===== src/hw/sas_pkg.sv =====
// Constants shared by the slot access switch
package sas_pkg;
	// Register bus geometry
	localparam int ADDR_W = 4;
	localparam int DATA_W = 8;
	localparam int NREG = 4;
	// Register addresses
	localparam logic [3:0] ADR_DATA0 = 4'h0;
	localparam logic [3:0] ADR_SEL0 = 4'h4;
	localparam logic [3:0] ADR_PAIR1 = 4'h8;
	localparam logic [3:0] ADR_PAIR2 = 4'h9;
	localparam logic [3:0] ADR_STATUS = 4'hA;
	localparam logic [3:0] ADR_MASK = 4'hB;
	localparam logic [3:0] ADR_ACK = 4'hC;
	// Slot and port select fields
	localparam int SEL_LINE_BIT = 7;
	localparam int SLOT_W = 5;
	// Pair control fields
	localparam int PC_IN_EN0 = 0;
	localparam int PC_IN_EN1 = 1;
	localparam int PC_OUT_EN0 = 2;
	localparam int PC_OUT_EN1 = 3;
	localparam int PC_SWAP = 4;
	localparam int PC_ARB_MON = 5;
	// Status and mask layout: transfer flags low nibble, overflow high nibble
	localparam int XFER_LSB = 0;
	localparam int OVF_LSB = 4;
	// Reset values
	localparam logic [7:0] RST_BYTE = 8'h00;
	// Frame geometry
	localparam logic [4:0] ARB_SLOT = 5'h0B;
	localparam logic [7:0] SLOT_BITS = 8'h08;
	localparam logic [7:0] DLY_LINE0 = 8'h02;
	localparam logic [7:0] DLY_LINE1 = 8'h01;
	localparam logic [2:0] LAST_BIT = 3'h7;
	// Synchronised pin indices
	localparam int PIN_FS = 0;
	localparam int PIN_CLK2X = 1;
	localparam int PIN_UP = 2;
	localparam int PIN_DN = 3;
endpackage


===== src/hw/sas_top.sv =====
// Slot access switch: four host data registers on a time-slot serial bus
//
// Overview of operation
// Four data registers in two pairs, each reaching one of 32 slots.
// Each register owns a select register; slot field picks slot 0 to 31.
// Line bit sends output to one line; input uses the other line.
// Output slot and line always come from the register's own select.
// Swap clear: input and output both from own select register.
// Swap set: each register of a pair inputs via its partner's select.
// Separate input and output enables per register in pair control.
// Input disabled keeps the value, so it repeats on output.
// Software assigns at most one input and one output per slot.
// Looped slot is captured one frame and driven the next.
// Shift completes same frame if b >= a+2, else next frame.
// Loop and shift run alone; host may touch data between interrupts.
// Software puts even registers on even slots, odd on odd, when monitoring.
// Arbitration monitor enable makes register x0 capture slot 11.
// Four transfer and four overflow interrupts, one pair per register.
// Transfer event two bits after slot (line 0), one bit (line 1).
// Own overflow only when own transfer enabled and unacknowledged.
// Overflow with masked own transfer fires for other missed transfers.
// No transfer enabled means no interrupt at all.
// Overflow with own transfer enabled follows only its own.
// Host acknowledges before the deadline ahead of the slot.
// Acknowledged transfers raise no overflow.
// Events set readable flags; request asserted only where mask enables. Here a flag is set only when its own mask bit is set.
//
// Implementation choices: the placing of the registers and strobed register access.
module sas_top
	import sas_pkg::*;
(
	// Clock and reset
	input logic clk,
	input logic srst,
	// Register port
	input logic [sas_pkg::ADDR_W-1:0] reg_addr,
	input logic [sas_pkg::DATA_W-1:0] reg_wdata,
	input logic reg_wr,
	input logic reg_rd,
	output logic [sas_pkg::DATA_W-1:0] reg_rdata,
	// Serial bus timing
	input logic frame_sync,
	input logic double_rate_clock,
	// Upstream line
	input logic upstream_line,
	output logic upstream_line_tx,
	output logic upstream_line_drive_en,
	// Downstream line
	input logic downstream_line,
	output logic downstream_line_tx,
	output logic downstream_line_drive_en,
	// Interrupt request
	output logic irq
);
	import sas_pkg::*;

	// Pin synchroniser, filter and edge state
	logic [3:0] s1_q, s1_d, s2_q, s2_d, s3_q, s3_d, f_q, f_d, fp_q, fp_d;
	// Frame timing
	logic [8:0] cnt_q, cnt_d;
	logic fs_pend_q, fs_pend_d, rise_q, rise_d;
	logic bclk_rise, bclk_fall, fs_rise, drive_ev, samp_ev;
	logic [7:0] bit_idx;
	logic [4:0] cur_slot;
	logic [2:0] cur_bit;
	// Host registers
	logic [7:0] data_q [NREG];
	logic [7:0] data_d [NREG];
	logic [7:0] sel_q [NREG];
	logic [7:0] sel_d [NREG];
	logic [7:0] pair_q [2];
	logic [7:0] pair_d [2];
	logic [7:0] stat_q, stat_d, mask_q, mask_d;
	logic [7:0] rdata_q, rdata_d;
	logic irq_q, irq_d;
	// Datapath state
	logic [7:0] cap_q [NREG];
	logic [7:0] cap_d [NREG];
	logic [7:0] osh_q [NREG];
	logic [7:0] osh_d [NREG];
	logic [3:0] pend_q, pend_d;
	logic up_tx_q, up_tx_d, up_en_q, up_en_d, dn_tx_q, dn_tx_d, dn_en_q, dn_en_d;
	// Per-register derived signals
	logic [4:0] in_slot [NREG];
	logic [4:0] out_slot [NREG];
	logic [7:0] xfer_pos [NREG];
	logic [7:0] ovf_pos [NREG];
	logic [3:0] in_dn, out_up, in_en, out_en, in_hit, out_hit, in_bit;
	logic [3:0] xfer_fire, ovf_chk, ovf_set, ack_wr;
	logic [3:0] xfer_en, ovf_en;

	// Three flops per pin; a change counts once stages two and three agree
	always_comb
	begin
		s1_d = {downstream_line, upstream_line, double_rate_clock, frame_sync};
		s2_d = s1_q;
		s3_d = s2_q;
		f_d = (~(s2_q ^ s3_q) & s3_q) | ((s2_q ^ s3_q) & f_q);
		fp_d = f_q;
	end

	always_ff @(posedge clk)
	begin
		if (srst)
		begin
			s1_q <= 4'h0;
			s2_q <= 4'h0;
			s3_q <= 4'h0;
			f_q <= 4'h0;
			fp_q <= 4'h0;
		end
		else
		begin
			s1_q <= s1_d;
			s2_q <= s2_d;
			s3_q <= s3_d;
			f_q <= f_d;
			fp_q <= fp_d;
		end
	end

	// Edges of the filtered bus clock and frame sync
	assign bclk_rise = f_q[PIN_CLK2X] & ~fp_q[PIN_CLK2X];
	assign bclk_fall = ~f_q[PIN_CLK2X] & fp_q[PIN_CLK2X];
	assign fs_rise = f_q[PIN_FS] & ~fp_q[PIN_FS];
	// Drive at start of a bit's first half, sample at the second half's fall
	assign drive_ev = rise_q & ~cnt_q[0];
	assign samp_ev = bclk_fall & cnt_q[0];
	assign bit_idx = cnt_q[8:1];
	assign cur_slot = bit_idx[7:3];
	assign cur_bit = bit_idx[2:0];

	// Half-bit counter restarts on the first clock edge after frame sync
	always_comb
	begin
		cnt_d = cnt_q;
		fs_pend_d = fs_pend_q | fs_rise;
		rise_d = bclk_rise;
		if (bclk_rise)
		begin
			if (fs_pend_q || fs_rise)
				cnt_d = 9'h000;
			else
				cnt_d = cnt_q + 9'h001;
			fs_pend_d = 1'b0;
		end
	end

	always_ff @(posedge clk)
	begin
		if (srst)
		begin
			cnt_q <= 9'h000;
			fs_pend_q <= 1'b0;
			rise_q <= 1'b0;
		end
		else
		begin
			cnt_q <= cnt_d;
			fs_pend_q <= fs_pend_d;
			rise_q <= rise_d;
		end
	end

	assign xfer_en = mask_q[XFER_LSB +: 4];
	assign ovf_en = mask_q[OVF_LSB +: 4];

	// Per-register slot routing and interrupt positions
	for (genvar i = 0; i < NREG; i++)
	begin : g_ch
		localparam int P = i / 2;
		localparam int Y = i % 2;
		logic swap, arb;
		logic [7:0] in_sel;
		logic [7:0] dly;
		assign swap = pair_q[P][PC_SWAP];
		assign arb = pair_q[P][PC_ARB_MON] && (Y == 0);
		assign in_sel = swap ? sel_q[i ^ 1] : sel_q[i];
		assign in_slot[i] = arb ? ARB_SLOT : in_sel[SLOT_W-1:0];
		assign in_dn[i] = in_sel[SEL_LINE_BIT];
		assign out_slot[i] = sel_q[i][SLOT_W-1:0];
		assign out_up[i] = sel_q[i][SEL_LINE_BIT];
		assign in_en[i] = pair_q[P][PC_IN_EN0 + Y];
		assign out_en[i] = pair_q[P][PC_OUT_EN0 + Y];
		assign in_hit[i] = samp_ev && in_en[i] && (cur_slot == in_slot[i]);
		assign out_hit[i] = drive_ev && out_en[i] && (cur_slot == out_slot[i]);
		assign in_bit[i] = in_dn[i] ? f_q[PIN_DN] : f_q[PIN_UP];
		assign dly = out_up[i] ? DLY_LINE1 : DLY_LINE0;
		// Positions wrap modulo the 256-bit frame on purpose
		assign xfer_pos[i] = {out_slot[i], 3'h0} + SLOT_BITS + dly;
		assign ovf_pos[i] = {out_slot[i], 3'h0} - dly;
		assign xfer_fire[i] = drive_ev && xfer_en[i] && (bit_idx == xfer_pos[i]);
		assign ovf_chk[i] = drive_ev && pend_q[i] && (bit_idx == ovf_pos[i]);
		// Own overflow when own transfer enabled, else any missed transfer
		assign ovf_set[i] = ovf_en[i] && (xfer_en[i] ? ovf_chk[i] : |ovf_chk);
		assign ack_wr[i] = reg_wr && (reg_addr == ADR_ACK) && reg_wdata[i];
	end

	// Capture, output shifting and line drive
	always_comb
	begin
		up_tx_d = up_tx_q;
		up_en_d = up_en_q;
		dn_tx_d = dn_tx_q;
		dn_en_d = dn_en_q;
		if (drive_ev)
		begin
			up_en_d = 1'b0;
			up_tx_d = 1'b0;
			dn_en_d = 1'b0;
			dn_tx_d = 1'b0;
		end
		for (int i = 0; i < NREG; i++)
		begin
			cap_d[i] = cap_q[i];
			osh_d[i] = osh_q[i];
			data_d[i] = data_q[i];
			if (reg_wr && (reg_addr == ADR_DATA0 + 4'(i)))
				data_d[i] = reg_wdata;
			// Shift register grabs every sampled bit of the input slot
			if (in_hit[i])
			begin
				cap_d[i] = {cap_q[i][6:0], in_bit[i]};
				if (cur_bit == LAST_BIT)
					data_d[i] = {cap_q[i][6:0], in_bit[i]};
			end
			// Snapshot one slot ahead, so a byte caught in the slot just before is too late
			if (drive_ev && (bit_idx == {5'(out_slot[i] - 5'h01), 3'h0}))
				osh_d[i] = data_q[i];
			if (out_hit[i])
			begin
				osh_d[i] = {osh_q[i][6:0], 1'b0};
				if (out_up[i])
				begin
					up_en_d = 1'b1;
					up_tx_d = up_tx_d | osh_q[i][7];
				end
				else
				begin
					dn_en_d = 1'b1;
					dn_tx_d = dn_tx_d | osh_q[i][7];
				end
			end
		end
	end

	always_ff @(posedge clk)
	begin
		if (srst)
		begin
			for (int i = 0; i < NREG; i++)
			begin
				cap_q[i] <= RST_BYTE;
				osh_q[i] <= RST_BYTE;
				data_q[i] <= RST_BYTE;
			end
			up_tx_q <= 1'b0;
			up_en_q <= 1'b0;
			dn_tx_q <= 1'b0;
			dn_en_q <= 1'b0;
		end
		else
		begin
			cap_q <= cap_d;
			osh_q <= osh_d;
			data_q <= data_d;
			up_tx_q <= up_tx_d;
			up_en_q <= up_en_d;
			dn_tx_q <= dn_tx_d;
			dn_en_q <= dn_en_d;
		end
	end

	// Configuration, status and read port; hardware sets win over clears
	always_comb
	begin
		for (int i = 0; i < NREG; i++)
		begin
			sel_d[i] = sel_q[i];
			if (reg_wr && (reg_addr == ADR_SEL0 + 4'(i)))
				sel_d[i] = reg_wdata;
		end
		pair_d = pair_q;
		mask_d = mask_q;
		if (reg_wr && (reg_addr == ADR_PAIR1))
			pair_d[0] = reg_wdata;
		if (reg_wr && (reg_addr == ADR_PAIR2))
			pair_d[1] = reg_wdata;
		if (reg_wr && (reg_addr == ADR_MASK))
			mask_d = reg_wdata;
		stat_d = stat_q;
		if (reg_wr && (reg_addr == ADR_STATUS))
			stat_d = stat_q & ~reg_wdata;
		stat_d[XFER_LSB +: 4] = stat_d[XFER_LSB +: 4] | xfer_fire;
		stat_d[OVF_LSB +: 4] = stat_d[OVF_LSB +: 4] | ovf_set;
		// Pending ends on acknowledge or at its deadline check
		pend_d = (pend_q & ~ack_wr & ~ovf_chk) | xfer_fire;
		irq_d = |(stat_q & mask_q);
		rdata_d = 8'h00;
		if (reg_rd)
		begin
			case (reg_addr)
				ADR_PAIR1: rdata_d = pair_q[0];
				ADR_PAIR2: rdata_d = pair_q[1];
				ADR_STATUS: rdata_d = stat_q;
				ADR_MASK: rdata_d = mask_q;
				default:
				begin
					if (reg_addr < ADR_SEL0)
						rdata_d = data_q[reg_addr[1:0]];
					else if (reg_addr < ADR_PAIR1)
						rdata_d = sel_q[reg_addr[1:0]];
				end
			endcase
		end
	end

	always_ff @(posedge clk)
	begin
		if (srst)
		begin
			for (int i = 0; i < NREG; i++)
				sel_q[i] <= RST_BYTE;
			pair_q[0] <= RST_BYTE;
			pair_q[1] <= RST_BYTE;
			stat_q <= RST_BYTE;
			mask_q <= RST_BYTE;
			pend_q <= 4'h0;
			irq_q <= 1'b0;
			rdata_q <= RST_BYTE;
		end
		else
		begin
			sel_q <= sel_d;
			pair_q <= pair_d;
			stat_q <= stat_d;
			mask_q <= mask_d;
			pend_q <= pend_d;
			irq_q <= irq_d;
			rdata_q <= rdata_d;
		end
	end

	// Outputs straight from flops
	assign reg_rdata = rdata_q;
	assign upstream_line_tx = up_tx_q;
	assign upstream_line_drive_en = up_en_q;
	assign downstream_line_tx = dn_tx_q;
	assign downstream_line_drive_en = dn_en_q;
	assign irq = irq_q;
endmodule


===== config.mk =====
export PLATFORM = sky130hd
export DESIGN_NAME = sas_top
export DESIGN_NICKNAME = d
export VERILOG_FILES = /design/src/hw/sas_pkg.sv /design/src/hw/sas_top.sv
export SDC_FILE = /design/constraint.sdc
export NUM_CORES = 1
export LEC_CHECK = 0
export ABC_CLOCK_PERIOD_IN_PS = 6700
export BUFFER_PORTS_ARGS = -buffer_cell sky130_fd_sc_hd__buf_2
export CAP_MARGIN = 0
export CORE_MARGIN = 3
export CORE_UTILIZATION = 60
export DETAILED_ROUTE_END_ITERATION = 6
export GPL_TIMING_DRIVEN = 0
export PLACE_DENSITY = 0.78
export SLEW_MARGIN = 20
export SYNTH_ARGS = -nofsm -noshare
export SYNTH_HDL_FRONTEND = slang
export SYNTH_SLANG_ARGS = --single-unit

===== constraint.sdc =====
create_clock -name clk -period 6.7 [get_ports clk]
set_input_delay 0 -clock clk [delete_from_list [all_inputs] [get_ports clk]]
set_output_delay 0 -clock clk [all_outputs]
set_load 0.01 [all_outputs]

==> impl_metrics.env, run 1 <==
export IMPL_postSynthAreaPerCell_um2=9.10
export IMPL_ant_nets=0
export IMPL_wl_per_cell_um=22.2
export IMPL_grt_usage_pct=32.8
export IMPL_cp_start_kind="register"
export IMPL_clk_path_buf_depth=3
export IMPL_die_area_mm2=0.0194
export IMPL_drc=0
export IMPL_place_congestion=1.04
export IMPL_die_y_um=139
export IMPL_clk_latency_ps=530
export IMPL_tritoncts="yes"
export IMPL_worst_pin_slew_ps=1110
export IMPL_die_w_um=139
export IMPL_pin_count=33
export IMPL_min_path_cells=4
export IMPL_synth_seq_cells=202
export IMPL_synth_enable_flop_cells=0
export IMPL_rsz0062_at_grt="no"
export IMPL_dp_hpwl_um=23400
export IMPL_ir_worst_vdd_uv=213
export IMPL_dr_pass1_iters=6
export IMPL_hold_class="input pin to register"
export IMPL_via_count=9317
export IMPL_ys_seq_area_share_pct=38.0
export IMPL_nets=1270
export IMPL_gr_total_overflow=0
export IMPL_core_mm2=0.0174
export IMPL_fin_tns_setup_ps=0
export IMPL_end_kind="register"
export IMPL_maxSlewViolCount=0
export IMPL_syn_nets=1203
export IMPL_status="finished clean"
export IMPL_drv_cap=0
export IMPL_critical_path_class="register to register"
export IMPL_antenna_cells=0
export IMPL_drive_gt1_share_pct=10.9
export IMPL_routed_via_density=6.31
export IMPL_final_common_cell="dfxtp_1"
export IMPL_numClockSinks=202
export IMPL_grt_pass1_wl_um=50100
export IMPL_setup_viol_count_final=0
export IMPL_rows=48
export IMPL_grt_pass1_vias=8826
export IMPL_stdcell_count=1476
export IMPL_crit_required_ps=7130
export IMPL_timing_final_crit_period_ps=2960
export IMPL_post_cts_resized=0
export IMPL_final_util_pct=68.8
export IMPL_drt_iter0_drc=931
export IMPL_post_dp_cell_area_mm2=0.0111
export IMPL_reg2reg_depth=6
export IMPL_grt_antenna_before_repair=0
export IMPL_clkTransAtPathRegs_ps=60
export IMPL_final_cell_mix="dfxtp_1, nor2_1, mux2i_1, clkbuf_1, nand2_1"
export IMPL_post_route_period_util_pct=44.1
export IMPL_placedCellCount=1425
export IMPL_hold_viol_final=0
export IMPL_drt_wl_total_um=32800
export IMPL_synthArstFlopShare_pct=0
export IMPL_critical_path_arrival_ps=3390
export IMPL_p_leak_nw=4.68
export IMPL_h_tree_depth=1
export IMPL_synth_ff_type="dfxtp_1"
export IMPL_synth_area_mm2=0.0107
export IMPL_yosys_warnings=0
export IMPL_finClkSkew_ps=20.9
export IMPL_cts_root_buf="clkbuf_16"
export IMPL_grt_max_degree=14
export IMPL_fmax_ghz=0.338
export IMPL_power_density_mw_per_mm2=216
export IMPL_design_area_mm2=0.0119
export IMPL_start_util_pct=61.4
export IMPL_relSlewSlack_pct=25.5
export IMPL_portBuffers=30
export IMPL_synthCells=1170
export IMPL_synth_distinct_cells=65
export IMPL_syn_to_final_growth_pct=12.0
export IMPL_path_max_fanout=8
export IMPL_cts_buffers=22
==> metrics by stage <==
stage / hold slack [ps] / power (mW) / setup slack (ps)
floorplan: 128 / 1.33 / 4460
global placement: 212 / 1.38 / 3930
detailed placement: 220 / 1.38 / 3890
CTS: 34.0 / 2.59 / 3810
global route: 86.3 / 2.64 / 3620
finish: 44.3 / 2.58 / 3740
==> power breakdown <==
group	total, mW	switching (mW)	internal, mW
Sequential	1.22	0.00928	1.21
Combinational	0.145	0.0956	0.0493
Clock	1.22	0.512	0.706
==> cells by family (layout without fill, tap and decap cells) <==
group | after synthesis | count (layout) | synth area share, %
multiplexers | 190 | 190 | 20.8
AO/OA/AOI/OAI | 166 | 166 | 10.3
adder cells (fa/ha/maj) | 13 | 13 | 1.53
XOR/XNOR | 62 | 62 | 5.24
buffers and inverters | 137 | 218 | 5.87
flip-flops | 202 | 202 | 38.0
AND/OR/NAND/NOR | 400 | 400 | 18.3
==> final cells by class <==
| type | instances | area [um2] |
|---|---|---|
| Clock inverter | 4 | 73.8 |
| Clock buffer | 34 | 646 |
| Sequential cell | 202 | 4040 |
| Tap cell | 225 | 282 |
| Inverter | 36 | 135 |
| Multi-Input combinational cell | 831 | 5980 |
| Timing Repair Buffer | 43 | 280 |
| Fill cell | 1363 | 5420 |
| Buffer | 101 | 490 |
==> synth_stat cells, types with 21 or more instances <==
library cell | instances | share of area (%)
inv_1 | 36 | 1.3
xor2_1 | 21 | 1.7
xnor2_1 | 39 | 3.2
clkbuf_1 | 64 | 2.3
mux2i_1 | 155 | 15
o21ai_0 | 21 | 0.99
mux4_2 | 24 | 5.1
nand2_1 | 61 | 2.1
a211oi_1 | 40 | 2.8
nor2_1 | 174 | 6.1
dfxtp_1 | 202 | 38
nor3_1 | 27 | 1.3
a21oi_1 | 42 | 2.0
nand3_1 | 30 | 1.4
nor2b_1 | 29 | 1.7
==> sequential cells by signal, indices dropped and copies added (netlist names), 2 cells and up, named ones only <==
signal and flops:
sel_q 8, in_en 4, out_slot 20, data_q 32, cap_q 28, g_ch.arb 2, pend_q 4, s2_q 4
s3_q 4, out_up 4, reg_rdata 8, cnt_q 9, g_ch.swap 2, stat_q 8, fp_q 2, osh_q 32
s1_q 4, pair_q 4, out_en 4, mask_q 8
==> layer usage <==
metal | wire length [um] | vias to the layer above | track usage (%)
met5 | 0 | - | 0
met4 | 2150 | 0 | 16.2
met3 | 3040 | 138 | 5.64
met2 | 14800 | 558 | 53.3
met1 | 12800 | 4380 | 42.4
li1 | - | 4241 | -
==> path summary, 6_finish.rpt <==
kind | startpoint | endpoint | slack, ps
min reg2reg | s1_q[1]$_SDFF_PP0_ | s2_q[1]$_SDFF_PP0_ | 440
min | srst | reg_rdata[2]$_SDFF_PP0_ | 40
max reg2reg | cnt_q[0]$_SDFFE_PP0P_ | osh_q[4]$_SDFFE_PP0P_ | 3740
max | cnt_q[0]$_SDFFE_PP0P_ | osh_q[4]$_SDFFE_PP0P_ | 3740
==> critical path, stage by stage (launching register included) <==
cell	delay, ps
dfxtp_1	370
nand2b_1	160
clkbuf_1	270
nor4_1	710
nand4_1	760
mux2i_1	270
a211oi_1	300
==> timing repair <==
action,in CTS,in global routing
buffers inserted,0,0
endpoints found under the hold margin,31,0
hold buffers,13,0
Power figures use the tool's default switching activity.
==> run 2: changes to the inputs <==
--- a/config.mk
+++ b/config.mk
@@ -5,7 +5,7 @@
 export SDC_FILE = /design/constraint.sdc
 export NUM_CORES = 1
 export LEC_CHECK = 0
-export ABC_CLOCK_PERIOD_IN_PS = 6700
+export ABC_CLOCK_PERIOD_IN_PS = 2800
 export BUFFER_PORTS_ARGS = -buffer_cell sky130_fd_sc_hd__buf_2
 export CAP_MARGIN = 0
 export CORE_MARGIN = 3
==> constraint.sdc (replaced) <==
create_clock -name clk -period 2.8 [get_ports clk]
set_input_delay 0 -clock clk [delete_from_list [all_inputs] [get_ports clk]]
set_output_delay 0 -clock clk [all_outputs]
set_load 0.01 [all_outputs]
==> run 2 against run 1 <==
Design area up 0.33%. Clock skew up 4.8 ps. Non-clock buffer count up 4. Combinational power up 140%. Hold slack better by 1.6 ps. Register-to-register slack worse by 3600 ps. Critical path type unchanged. Largest cell class unchanged. Largest power group unchanged.
==> impl_metrics.env, run 2 (synthesis results as in run 1) <==
export IMPL_fmax_ghz=0.374
export IMPL_wl_per_cell_um=22.2
export IMPL_grt_max_degree=14
export IMPL_die_y_um=139
export IMPL_syn_to_final_growth_pct=12.4
export IMPL_grt_pass1_vias=8839
export IMPL_tritoncts="yes"
export IMPL_end_kind="register"
export IMPL_wirelength_met1_um=13000
export IMPL_pin_count=33
export IMPL_grt_pass1_wl_um=50100
export IMPL_via_count=9294
export IMPL_pre_cts_ws_ps=-7.44
export IMPL_p_leak_nw=4.70
export IMPL_final_cell_mix="dfxtp_1, nor2_1, mux2i_1, clkbuf_1, nand2_1"
export IMPL_top_regs="data_q (32), osh_q (32), cap_q (28)"
export IMPL_crit_required_ps=3230
export IMPL_antenna_cells=0
export IMPL_slowest_stage="nor4_1"
export IMPL_hold_viol_final=0
export IMPL_power_density_mw_per_mm2=516
export IMPL_nets=1274
export IMPL_grt_antenna_before_repair=0
export IMPL_place_congestion=1.04
export IMPL_drt_wl_total_um=32900
export IMPL_h_tree_depth=1
export IMPL_clk_path_buf_depth=3
export IMPL_critical_path_class="register to register"
export IMPL_cp_start_kind="register"
export IMPL_placedCellCount=1425
export IMPL_finClkSkew_ps=25.7
export IMPL_status="finished clean"
export IMPL_worst_pin_slew_ps=1100
export IMPL_clk_latency_ps=540
export IMPL_dr_pass1_iters=5
export IMPL_final_common_cell="dfxtp_1"
export IMPL_timing_critical_path_cells="nand2b_1 > clkbuf_1 > nor4_1 > nor3b_1 > buf_2 > mux2i_1 > a211oi_1"
export IMPL_cpPeakStageDelay_ps=710
export IMPL_fin_tns_setup_ps=0
export IMPL_drive_gt1_share_pct=11.3
export IMPL_path_max_fanout=8
export IMPL_die_w_um=139
export IMPL_setup_viol_count_final=0
export IMPL_routed_via_density=6.28
export IMPL_dp_hpwl_um=23400
export IMPL_drv_cap=0
export IMPL_die_area_mm2=0.0194
export IMPL_hold_class="input pin to register"
export IMPL_final_setup_worst_slack_ps=124
export IMPL_dr_max_layer_used="met4"
export IMPL_cts_buffers=22
export IMPL_core_mm2=0.0174
export IMPL_maxSlewViolCount=0
export IMPL_ant_nets=0
export IMPL_rows=48
export IMPL_relSlewSlack_pct=26.2
export IMPL_grt_usage_pct=32.8
export IMPL_cts_root_buf="clkbuf_16"
export IMPL_drc=0
export IMPL_rsz0062_at_grt="no"
export IMPL_stdcell_count=1480
export IMPL_numClockSinks=202
export IMPL_critical_path_arrival_ps=3110
export IMPL_gr_total_overflow=0
export IMPL_drt_iter0_drc=980
export IMPL_portBuffers=30
export IMPL_wl_met3_um=2900
export IMPL_ir_worst_vdd_uv=509
export IMPL_timing_final_crit_period_ps=2680
export IMPL_post_route_period_util_pct=95.6
export IMPL_start_util_pct=61.4
export IMPL_wl_met2_um=14900
export IMPL_clkTransAtPathRegs_ps=60
export IMPL_hold_slack_ps=45.9
==> run 2: cell type report <==
class                   count  area, um2
inverters                  36        135
well taps                 225        282
flip-flops and latches    202       4040
clock inverters             4       73.8
fillers                  1358       5390
clock buffers              34        646
plain buffers             101        492
repair buffers             47        310
multi-input cells         831       5990
==> run 2: worst max-delay path, delay by kind of cell, from the launching register on <==
kind | cells | cell delay, ps
simple gates | 3 | 1240
buf+inv | 2 | 580
flops | 1 | 370
compound gates | 1 | 260
mux | 1 | 110
==> run 2: power breakdown <==
part	total, mW	internal (mW)	switching, mW
sequential	2.92	2.90	0.0222
clock	2.91	1.69	1.23
combinational	0.348	0.118	0.230
==> run 2: repair_timing <==
item | in CTS | in global routing
buffers inserted | 1 | 3
resized for setup | 0 | 3
hold endpoints to repair | 31 | 0
endpoints found under the setup margin | 7 | 14
pin swaps | 1 | 1
hold buffers | 13 | 0
==> run 2: path summary, 6_finish.rpt <==
kind / startpoint / endpoint / slack (ps) / depth (start not counted)
min: srst / reg_rdata[2]$_SDFF_PP0_ / 50 / 4
max reg2reg: cnt_q[0]$_SDFFE_PP0P_ / osh_q[26]$_SDFFE_PP0P_ / 120 / 7
min reg2reg: s1_q[1]$_SDFF_PP0_ / s2_q[1]$_SDFF_PP0_ / 440 / 1
max: cnt_q[0]$_SDFFE_PP0P_ / osh_q[26]$_SDFFE_PP0P_ / 120 / 7
==> run 2: routing by layer <==
metal	track usage, %	up-vias
li1	-	4243
met1	42.4	4383
met2	53.2	537
met3	5.64	131
met4	16.3	0
met5	0	-
==> run 2: stage by stage <==
step	power [mW]	instance area (um2)	utilization [%]
after floorplan	3.18	10700	-
after global placement	3.30	11100	63.9
after detailed placement	3.30	11100	63.9
after CTS	6.19	11900	68.8
after global routing	6.32	12000	69.0
final	6.18	12000	69.0
==> run 3: changes to the inputs <==
--- a/config.mk
+++ b/config.mk
@@ -10,8 +10,10 @@
 export CAP_MARGIN = 0
 export CORE_MARGIN = 3
 export CORE_UTILIZATION = 60
+export CTS_CLUSTER_DIAMETER = 80
 export DETAILED_ROUTE_END_ITERATION = 6
 export GPL_TIMING_DRIVEN = 0
+export MAX_ROUTING_LAYER = met4
 export PLACE_DENSITY = 0.78
 export SLEW_MARGIN = 20
 export SYNTH_ARGS = -nofsm -noshare
==> run 3 against run 2 <==
Hold slack got worse by 14 ps. Setup slack worse by 87 ps. Total power rose by 5.2%. Critical path depth stayed put. Global-route usage increased by 0.67 points. Design area increased by 0.57%. Largest power group is now the clock network. Critical path type unchanged. Register-to-register slack worse by 90 ps. Via count shrank 0.91%.
==> impl_metrics.env, run 3 (synthesis results as in run 1) <==
export IMPL_intPower_mw=5.02
export IMPL_design_area_mm2=0.0120
export IMPL_start_util_pct=61.4
export IMPL_stdcell_count=1477
export IMPL_grt_pass1_vias=8900
export IMPL_clkTransAtPathRegs_ps=70
export IMPL_seq_power_share_pct=44.9
export IMPL_grt_max_degree=16
export IMPL_hold_slack_ps=31.8
export IMPL_power_density_mw_per_mm2=540
export IMPL_top_regs="data_q (32), osh_q (32), cap_q (28)"
export IMPL_routed_via_density=6.23
export IMPL_maxSlewViolCount=0
export IMPL_post_route_period_util_pct=98.7
export IMPL_placedCellCount=1425
export IMPL_crit_required_ps=3220
export IMPL_cp_top_family="simple AND/OR/NAND/NOR gates"
export IMPL_cpPeakStageDelay_ps=740
export IMPL_final_util_pct=69.4
export IMPL_numClockSinks=202
export IMPL_via_count=9209
export IMPL_grt_antenna_before_repair=0
export IMPL_tritoncts="yes"
export IMPL_wl_per_cell_um=21.7
export IMPL_worst_pin_slew_ps=1140
export IMPL_cp_start_kind="register"
export IMPL_clk_latency_ps=520
export IMPL_timing_final_crit_period_ps=2760
export IMPL_final_common_cell="dfxtp_1"
export IMPL_critical_path_arrival_ps=3180
export IMPL_critical_path_class="register to register"
export IMPL_clk_path_buf_depth=3
export IMPL_finClkSkew_ps=9.90
export IMPL_die_w_um=139
export IMPL_hold_class="input pin to register"
export IMPL_rows=48
export IMPL_portBuffers=30
export IMPL_critPathBufInv=2
export IMPL_power_frac_comb_pct=5.3
export IMPL_slowest_stage="nor4_1"
export IMPL_setup_viol_count_final=0
export IMPL_switching_share_pct=22.8
export IMPL_drc=0
export IMPL_cts_root_buf="clkbuf_16"
export IMPL_p_sw_mw=1.48
export IMPL_fin_total_pwr_mw=6.50
export IMPL_relSlewSlack_pct=23.8
export IMPL_dp_hpwl_um=23000
export IMPL_p_leak_nw=4.73
export IMPL_drv_cap=0
export IMPL_ir_worst_vdd_uv=570
export IMPL_cts_buffers=21
export IMPL_die_area_mm2=0.0194
export IMPL_grt_usage_pct=33.5
export IMPL_pin_count=33
export IMPL_end_kind="register"
export IMPL_drt_wl_total_um=32000
export IMPL_gr_total_overflow=0
export IMPL_core_mm2=0.0174
export IMPL_path_max_fanout=8
export IMPL_drive_gt1_share_pct=11.7
export IMPL_drt_iter0_drc=988
export IMPL_clkPwrFrac_pct=49.8
export IMPL_hold_viol_final=0
export IMPL_final_setup_worst_slack_ps=37.2
export IMPL_h_tree_depth=1
export IMPL_fmax_ghz=0.362
export IMPL_dr_pass1_iters=6
export IMPL_status="finished clean"
export IMPL_place_congestion=1.02
export IMPL_antenna_cells=0
export IMPL_final_cell_mix="dfxtp_1, nor2_1, mux2i_1, clkbuf_1, nand2_1"
export IMPL_timing_critical_path_cells="nand2b_1 > clkbuf_1 > nor4_1 > nor3b_1 > buf_2 > mux2i_1 > a211oi_1"
export IMPL_grt_pass1_wl_um=49700
export IMPL_ant_nets=0
export IMPL_syn_to_final_growth_pct=13.0
export IMPL_nets=1270
export IMPL_pre_cts_ws_ps=11.7
export IMPL_die_y_um=139
export IMPL_post_dp_cell_area_mm2=0.0111
export IMPL_fin_tns_setup_ps=0
==> run 3: cell count changes in the layout (fill, tap and decap cells not counted) <==
cell        before  now
clkbuf_1        70   63
bufinv_16        1    5
buf_4            8    5
clkbuf_16       22   21
clkbuf_8         5    6
clkinv_16        1    0
clkinv_2         1    2
clkinvlp_4       0    1
inv_6            1    2
inv_8            0    1
nor4_1           5    4
nor4_2           2    3
==> run 3: cell type report <==
| cell class | instances | area, um2 |
|---|---|---|
| buffer | 101 | 492 |
| clock buffer | 27 | 608 |
| clock inverter | 11 | 196 |
| fill | 1337 | 5320 |
| inverter | 36 | 135 |
| multi-input combinational | 831 | 6000 |
| sequential | 202 | 4040 |
| tap | 225 | 282 |
| timing repair buffer | 44 | 288 |
==> run 3: worst reg2reg max path, delay by kind of cell (launching register included) <==
family / cells / cell delay [ps]
and+or+nand+nor: 3 / 1310
buffers and inverters: 2 / 620
DFF: 1 / 390
AOI/OAI and AO/OA: 1 / 250
muxes: 1 / 120
==> run 3: path summary, 6_finish.rpt <==
check | from | endpoint | slack, ps | cells after the start
max | cnt_q[0]$_SDFFE_PP0P_ | osh_q[25]$_SDFFE_PP0P_ | 40 | 7
min | srst | reg_rdata[5]$_SDFF_PP0_ | 30 | 4
max reg2reg | cnt_q[0]$_SDFFE_PP0P_ | osh_q[25]$_SDFFE_PP0P_ | 40 | 7
min reg2reg | s1_q[2]$_SDFF_PP0_ | s2_q[2]$_SDFF_PP0_ | 430 | 1
==> run 3: what timing repair did <==
action,in CTS,in global routing
setup buffers,0,1
gates resized for setup,0,4
endpoints found under the hold margin,31,0
hold buffers,13,0
endpoints found under the setup margin,1,17
pin swaps,1,2
==> run 3: power groups by stage <==
stage / clock network [mW] / logic [mW] / registers (mW)
after floorplan: 0 / 0.211 / 2.97
after CTS: 3.26 / 0.335 / 2.92
after detailed placement: 0 / 0.319 / 2.98
after global routing: 3.36 / 0.366 / 2.92
final: 3.24 / 0.345 / 2.92
after global placement: 0 / 0.316 / 2.98
==> run 3: metal layers <==
| metal | GRT usage, % | wire, um | part of all wire, % |
|---|---|---|---|
| met5 | - | 0 | 0 |
| met4 | 17.8 | 2070 | 6.5 |
| met3 | 6.01 | 3000 | 9.4 |
| met2 | 52.0 | 14400 | 45 |
| met1 | 41.7 | 12500 | 39 |
